**src/include/rx_mcast_map.vh**
```
// register map, field layout and reset values of the rx filter block
`ifndef RX_MCAST_MAP_VH
`define RX_MCAST_MAP_VH

// byte offsets of the 16-bit registers on the host bus
`define HASH_WORD0_OFS 11'h1a0
`define HASH_WORD1_OFS 11'h1a2
`define HASH_WORD2_OFS 11'h1a4
`define HASH_WORD3_OFS 11'h1a6
`define LOW_MARK_OFS 11'h1b0
`define HIGH_MARK_OFS 11'h1b2
`define OVERRUN_MARK_OFS 11'h1b4
`define FRAME_COUNT_OFS 11'h1b8

// reset values
`define HASH_WORD_RST 16'h0000
`define LOW_MARK_RST 12'h600
`define HIGH_MARK_RST 12'h400
`define OVERRUN_MARK_RST 12'h040
`define FRAME_COUNT_RST 8'h00

// field positions
`define MARK_FIELD_MSB 11
`define FRAME_COUNT_LSB 8
`define HASH_INDEX_MSB 31
`define HASH_INDEX_LSB 26

// crc seed and generator
`define CRC_SEED 32'hffffffff
`define CRC_POLY 32'h04c11db7

`endif

```
**src/verilog/mcast_hash_index.v**
```verilog
// crc over a 48-bit destination address, giving the 6-bit hash bin
`timescale 1ns/10ps
`include "rx_mcast_map.vh"

module mcast_hash_index (
  input wire [47:0] i_dest_addr,
  output reg [5:0] o_bin
);

  reg [31:0] crc;
  reg fb;
  integer k;

  // octets go first to last, each octet least significant bit first,
  // the order in which they cross the wire
  always @* begin
    crc = `CRC_SEED;
    fb = 1'b0;
    for (k = 0; k < 48; k = k + 1) begin
      fb = crc[31] ^ i_dest_addr[47 - 8 * (k / 8) - 7 + (k % 8)];
      crc = {crc[30:0], 1'b0} ^ (fb ? `CRC_POLY : 32'h00000000);
    end
    o_bin = crc[`HASH_INDEX_MSB:`HASH_INDEX_LSB];
  end

endmodule // mcast_hash_index

```
**src/verilog/rx_multicast_hash_flow_ctrl.v**
```verilog
// multicast hash filter, rx queue watermarks and queued frame count
`timescale 1ns/10ps
`include "rx_mcast_map.vh"

// Behaviour
// - multicast frame accepted if its hash bin bit is one, else dropped.
// - receive-all plus address-filter bits accept every multicast frame.
// - 12-bit low watermark in dwords, reset 0x600 (6KB of 12KB).
// - 12-bit high watermark in dwords, reset 0x400 (4KB free).
// - 12-bit overrun watermark in dwords, reset 0x040 (256 bytes free).
// - upper byte reports frames queued, caught when rx interrupt is cleared.
// - reserved count low byte and watermark bits 15-12 read zero.
// - hash bin is crc top six bits; two pick word, four pick bit.
module rx_multicast_hash_flow_ctrl #(
  parameter MARK_W = 12,
  parameter COUNT_W = 8
) (
  input wire i_clk,
  input wire i_reset_n,
  // host parallel bus, 16-bit registers at byte addresses
  input wire i_bus_cs,
  input wire i_bus_wr,
  input wire i_bus_rd,
  input wire [10:0] i_bus_addr,
  input wire [1:0] i_bus_be,
  input wire [15:0] i_bus_wdata,
  output reg [15:0] o_bus_rdata,
  // receive control bits held elsewhere
  input wire i_receive_all,
  input wire i_mcast_addr_filter,
  // destination address of a frame under decision
  input wire i_da_valid,
  input wire [47:0] i_da,
  output reg o_frame_accept,
  output reg o_frame_drop,
  // receive queue state
  input wire [MARK_W-1:0] i_free_words,
  input wire [COUNT_W-1:0] i_frames_in_buffer,
  input wire i_rx_int_clear,
  output reg o_flow_ctrl,
  output reg o_overrun_discard
);

  reg [15:0] hash_word_r [0:3];
  reg [MARK_W-1:0] low_mark_r;
  reg [MARK_W-1:0] high_mark_r;
  reg [MARK_W-1:0] overrun_mark_r;
  reg [COUNT_W-1:0] frame_count_r;
  reg [15:0] rdata_nxt;
  reg flow_nxt;
  reg accept_nxt;
  wire wr_en;
  wire [5:0] hash_bin;
  wire da_multicast;
  wire bin_bit;
  wire pass_all;

  assign wr_en = i_bus_cs & i_bus_wr;

  // hash table words
  genvar g;
  generate
    for (g = 0; g < 4; g = g + 1) begin : g_hash
      // word address worked out wide, then trimmed to the bus width
      localparam [31:0] WORD_OFS_FULL = `HASH_WORD0_OFS + 2 * g;
      localparam [10:0] WORD_OFS = WORD_OFS_FULL[10:0];
      always @(posedge i_clk or negedge i_reset_n) begin
        if (!i_reset_n) begin
          hash_word_r[g] <= `HASH_WORD_RST;
        end else if (wr_en && i_bus_addr == WORD_OFS) begin
          if (i_bus_be[0]) begin
            hash_word_r[g][7:0] <= i_bus_wdata[7:0];
          end
          if (i_bus_be[1]) begin
            hash_word_r[g][15:8] <= i_bus_wdata[15:8];
          end
        end
      end
    end
  endgenerate

  // watermarks
  // bits 15-12 are not stored, so a write there has no effect
  always @(posedge i_clk or negedge i_reset_n) begin
    if (!i_reset_n) begin
      low_mark_r <= `LOW_MARK_RST;
      high_mark_r <= `HIGH_MARK_RST;
      overrun_mark_r <= `OVERRUN_MARK_RST;
    end else if (wr_en) begin
      case (i_bus_addr)
        `LOW_MARK_OFS: begin
          if (i_bus_be[0]) begin
            low_mark_r[7:0] <= i_bus_wdata[7:0];
          end
          if (i_bus_be[1]) begin
            low_mark_r[MARK_W-1:8] <= i_bus_wdata[MARK_W-1:8];
          end
        end
        `HIGH_MARK_OFS: begin
          if (i_bus_be[0]) begin
            high_mark_r[7:0] <= i_bus_wdata[7:0];
          end
          if (i_bus_be[1]) begin
            high_mark_r[MARK_W-1:8] <= i_bus_wdata[MARK_W-1:8];
          end
        end
        `OVERRUN_MARK_OFS: begin
          if (i_bus_be[0]) begin
            overrun_mark_r[7:0] <= i_bus_wdata[7:0];
          end
          if (i_bus_be[1]) begin
            overrun_mark_r[MARK_W-1:8] <= i_bus_wdata[MARK_W-1:8];
          end
        end
        default: begin
          low_mark_r <= low_mark_r;
        end
      endcase
    end
  end

  // queued frame count
  // snapshot only at the interrupt clear, so the host sees a stable
  // figure while it walks the frame headers
  always @(posedge i_clk or negedge i_reset_n) begin
    if (!i_reset_n) begin
      frame_count_r <= `FRAME_COUNT_RST;
    end else if (i_rx_int_clear) begin
      frame_count_r <= i_frames_in_buffer;
    end
  end

  // register read
  always @* begin
    rdata_nxt = 16'h0000;
    case (i_bus_addr)
      `HASH_WORD0_OFS: rdata_nxt = hash_word_r[0];
      `HASH_WORD1_OFS: rdata_nxt = hash_word_r[1];
      `HASH_WORD2_OFS: rdata_nxt = hash_word_r[2];
      `HASH_WORD3_OFS: rdata_nxt = hash_word_r[3];
      `LOW_MARK_OFS: rdata_nxt = {4'h0, low_mark_r};
      `HIGH_MARK_OFS: rdata_nxt = {4'h0, high_mark_r};
      `OVERRUN_MARK_OFS: rdata_nxt = {4'h0, overrun_mark_r};
      `FRAME_COUNT_OFS: rdata_nxt = {frame_count_r, 8'h00};
      default: rdata_nxt = 16'h0000;
    endcase
  end

  // read data is held until the next read strobe
  always @(posedge i_clk or negedge i_reset_n) begin
    if (!i_reset_n) begin
      o_bus_rdata <= 16'h0000;
    end else if (i_bus_cs && i_bus_rd) begin
      o_bus_rdata <= rdata_nxt;
    end
  end

  // multicast hash filter
  mcast_hash_index u_mcast_hash_index (
    .i_dest_addr(i_da),
    .o_bin(hash_bin)
  );

  // group bit is the low bit of the first octet on the wire
  assign da_multicast = i_da[40];
  assign bin_bit = hash_word_r[hash_bin[5:4]][hash_bin[3:0]];
  assign pass_all = i_receive_all & i_mcast_addr_filter;

  // frames that are not multicast are left to other filters: accepted here
  always @* begin
    accept_nxt = 1'b1;
    if (da_multicast) begin
      accept_nxt = pass_all | bin_bit;
    end
  end

  always @(posedge i_clk or negedge i_reset_n) begin
    if (!i_reset_n) begin
      o_frame_accept <= 1'b0;
      o_frame_drop <= 1'b0;
    end else begin
      o_frame_accept <= i_da_valid & accept_nxt;
      o_frame_drop <= i_da_valid & ~accept_nxt;
    end
  end

  // flow control
  // hysteresis between the two marks keeps pause from chattering;
  // free space equal to a mark changes nothing
  always @* begin
    flow_nxt = o_flow_ctrl;
    if (i_free_words < high_mark_r) begin
      flow_nxt = 1'b1;
    end else if (i_free_words > low_mark_r) begin
      flow_nxt = 1'b0;
    end
  end

  always @(posedge i_clk or negedge i_reset_n) begin
    if (!i_reset_n) begin
      o_flow_ctrl <= 1'b0;
      o_overrun_discard <= 1'b0;
    end else begin
      o_flow_ctrl <= flow_nxt;
      o_overrun_discard <= (i_free_words < overrun_mark_r);
    end
  end

endmodule // rx_multicast_hash_flow_ctrl

```
**config.mk**
```make
export PLATFORM = sky130hd
export DESIGN_NAME = rx_multicast_hash_flow_ctrl
export DESIGN_NICKNAME = d
export VERILOG_FILES = /design/src/verilog/mcast_hash_index.v /design/src/verilog/rx_multicast_hash_flow_ctrl.v
export VERILOG_INCLUDE_DIRS = /design/src /design/src/include
export SDC_FILE = /design/constraint.sdc
export NUM_CORES = 1
export LEC_CHECK = 0
export BUFFER_PORTS_ARGS = -buffer_cell sky130_fd_sc_hd__buf_2
export CAP_MARGIN = 0
export CORE_MARGIN = 2
export CORE_UTILIZATION = 45
export DETAILED_ROUTE_END_ITERATION = 6
export GPL_TIMING_DRIVEN = 0
export HOLD_SLACK_MARGIN = 0.02
export SETUP_SLACK_MARGIN = 0.3
export SLEW_MARGIN = 10
export SYNTH_ARGS = -nofsm -noshare
export SYNTH_HDL_FRONTEND = slang
export SYNTH_SLANG_ARGS = --single-unit
```
**constraint.sdc**
```tcl
create_clock -name i_clk -period 3.4 [get_ports i_clk]
set_input_delay 0.34 -clock i_clk [delete_from_list [all_inputs] [get_ports i_clk]]
set_output_delay 0.34 -clock i_clk [all_outputs]
set_load 0.01 [all_outputs]
```
==> flow_summary.ini <==
[sta]
max_freq_ghz = 0.2305
setup_ws_ns = -0.9388
fin_skew_ns = 0.01154
finalHoldViolations = 0
finalSetupTns_ns = -1.857
finalSetupViolations = 2
finalCritPeriodShare = 1.276
tightest_slew_ns = 1.101
slew_violations = 0
whs_ns = 0.1437
fin_crit_ns = 4.339
slew_headroom = 0.2600
rsz0062_at_grt = true

[logic_synthesis]
synth_fp_nets = 935
yosys.area.top_type_share = 0.3308
synthArstFlopShare = 1.000
synth_cells = 795
synthDistinctLibCells = 56
synth-seq-cells = 128
synth_area_leaders = dfrtp_1 (33%), mux2_2 (11%), xnor2_1 (9.9%), xnor3_1 (9.4%), ha_1 (4.5%)
synth_edf_count = 0
synth_top_area_cell = dfrtp_1
synth.most_common_cell = dfrtp_1
synth_warnings = 0
synth-main-ff-cell = dfrtp_1
syn_area_sq_mm = 0.009379
ys_seq_area_frac = 0.3420
synth_area_per_cell_sq_um = 11.80
synth_common_cells = dfrtp_1 (124), xnor2_1 (106), mux2_2 (88), nand2_1 (49)

[setup_path]
rrSetupSlack_ns = 0.76
cp_top_family = XOR/XNOR gates
crit_start = i_da[45]
crit_arrival_ns = 4.64
startpoint_type = primary input
worstSetupEndpointType = flop
path_buf_inv = 2
max_stage_delay_ns = 0.52
path_depth = 15
reg2reg_from = high_mark_r[1]
slowest_stage = xnor3_2
crit_type = in -> reg
crit_chain = buf_2 -> xnor3_2 -> xnor2_2 -> xnor3_1 -> xor2_1 -> xnor3_1 -> xor2_1 -> xnor2_1 -> xnor3_2 -> buf_4 -> mux4_2 -> a22oi_2 -> a22oi_1 -> o2111a_1 -> o21a_1
cp_max_fo = 5
r2r-end = o_flow_ctrl
endpoint = o_frame_accept
crit_required_ns = 3.70
r2r_cells = 14

[global_routing]
grt_busiest_layer = met2
grtUsageMet3 = 0.03190
gr-total-overflow = 0
met1_usage = 0.3409
grt_pass1_vias = 6923
grt_max_degree = 85
antenna_found_initial = 0
track_usage = 0.2427
grt_pass1_wl_mm = 40.21
grt_use_met2 = 0.4060

[place]
dp_cells = 1179
dp_hpwl_mm = 19.56
dpl_worst_slack_ns = -1.686
routabilityCongestion = 0.8677
port_buffers = 112

[detailed_routing]
detail_route.wl_per_cell_um = 20.83
vias = 6703
ant_nets = 0
drc_errors = 0
drt_wl_total_mm = 25.68
firstDrtPassIters = 7
viasPerCell = 5.436
drt_iter0_drc = 549

[clock_tree]
cts.clk_slew.worst_paths_ns = 0.05
cts_tree = yes
clockBufferDepth = 2
cts.sinks = 128
clkLatencyLatePin_ns = 0.42
cts_buffers = 17
clockRootBuffer = clkbuf_16
ctsHtreeMaxLevel = 4

[outcome]
run_status = finished, violations left
violations = setup timing

[final_layout]
antennaDiodeCount = 0
nNetsFinal = 1090
syn2layout_area_growth_pct = 25.45
drive_above_1_share = 0.3676
fill_cells = 1704
layout.cells.non_filler = 1233

[run]
cap_violations = 0

[die]
dieWidth_um = 148.4
ios = 126
die_h_um = 148.4
start_util = 0.4606
die-area_sq_mm = 0.02201
rows = 52
core-area_sq_mm = 0.02036

[hold_path]
hold_class = in -> reg
## routing by layer
| layer | up-vias | part of all wire |
|---|---|---|
| met4 | 0 | 0.012 |
| met3 | 20 | 0.039 |
| met5 | - | 0 |
| met2 | 155 | 0.49 |
| met1 | 3342 | 0.46 |
| li1 | 3186 | - |
## sequential cells by signal (all words and copies together) (netlist names)
name / count
hash_word_r: 64
o_frame_accept: 1
overrun_mark_r: 12
o_frame_drop: 1
o_bus_rdata: 16
high_mark_r: 12
frame_count_r: 8
o_flow_ctrl: 1
low_mark_r: 12
o_overrun_discard: 1
## layout by cell type (no fill, tap or decap), types with 11 or more instances in the layout
master,n
a21o_1,18
a222oi_1,19
a22oi_1,13
a31oi_1,11
buf_2,112
buf_4,20
clkbuf_1,19
clkbuf_16,18
dfrtp_1,124
ha_1,34
inv_1,35
mux2_2,88
mux2i_1,12
nand2_1,49
nor2_1,19
nor2b_1,11
o21ai_0,43
xnor2_1,82
xnor2_2,17
xnor3_1,28
xnor3_2,16
xor2_1,30
## logic make-up (layout without fill, tap and decap cells)
kind of cell	count (synthesis)	count (layout)	share of synthesized area
xor+xnor	203	203	0.2700
mux	112	112	0.1505
compound gates	137	137	0.1034
simple gates	112	112	0.05736
fa+ha+maj	34	34	0.04536
buf+inv	69	237	0.03135
flops	128	128	0.3420
## timing repair
| action | in CTS | in global routing |
|---|---|---|
| hold buffers | 1 | 0 |
| resized for setup | 47 | 10 |
| buffers inserted | 19 | 1 |
| pin swaps | 19 | 3 |
| cloned | 1 | 0 |
| hold endpoints to repair | 41 | 0 |
| endpoints found under the setup margin | 10 | 11 |
## per-stage QoR
step | cell area, sq um | util
after floorplan | 9634 | -
after global placement | 10530 | 0.5172
after detailed placement | 10600 | 0.5203
after CTS | 11680 | 0.5737
after global routing | 11770 | 0.5778
final | 11770 | 0.5778
## cell type report
| type | count | area (sq um) | area share |
|---|---|---|---|
| tap | 270 | 337.8 | 0.02871 |
| timing repair buffer | 136 | 812.0 | 0.06901 |
| sequential | 128 | 3208 | 0.2726 |
| clock inverter | 14 | 203.9 | 0.01733 |
| buffer | 34 | 246.5 | 0.02095 |
| multi-input combinational | 598 | 6397 | 0.5437 |
| clock buffer | 18 | 429.2 | 0.03647 |
| inverter | 35 | 131.4 | 0.01117 |
## how the worst min path moves through the flow
stage                                startpoint               end  slack (ns)  depth (start not counted)
after floorplan                       i_reset_n  frame_count_r[0]        0.04                          0
after global placement          o_bus_rdata[10]   o_bus_rdata[10]        0.46                          2
after detailed placement              i_reset_n   o_bus_rdata[13]        0.30                          1
after CTS                            i_da_valid    o_frame_accept        0.13                          2
after global routing      i_frames_in_buffer[2]  frame_count_r[2]        0.14                          2
final                                i_da_valid    o_frame_accept        0.14                          2
Power is not shown: default switching activity piles up to over one toggle a cycle in this logic, so the estimate is an artifact.
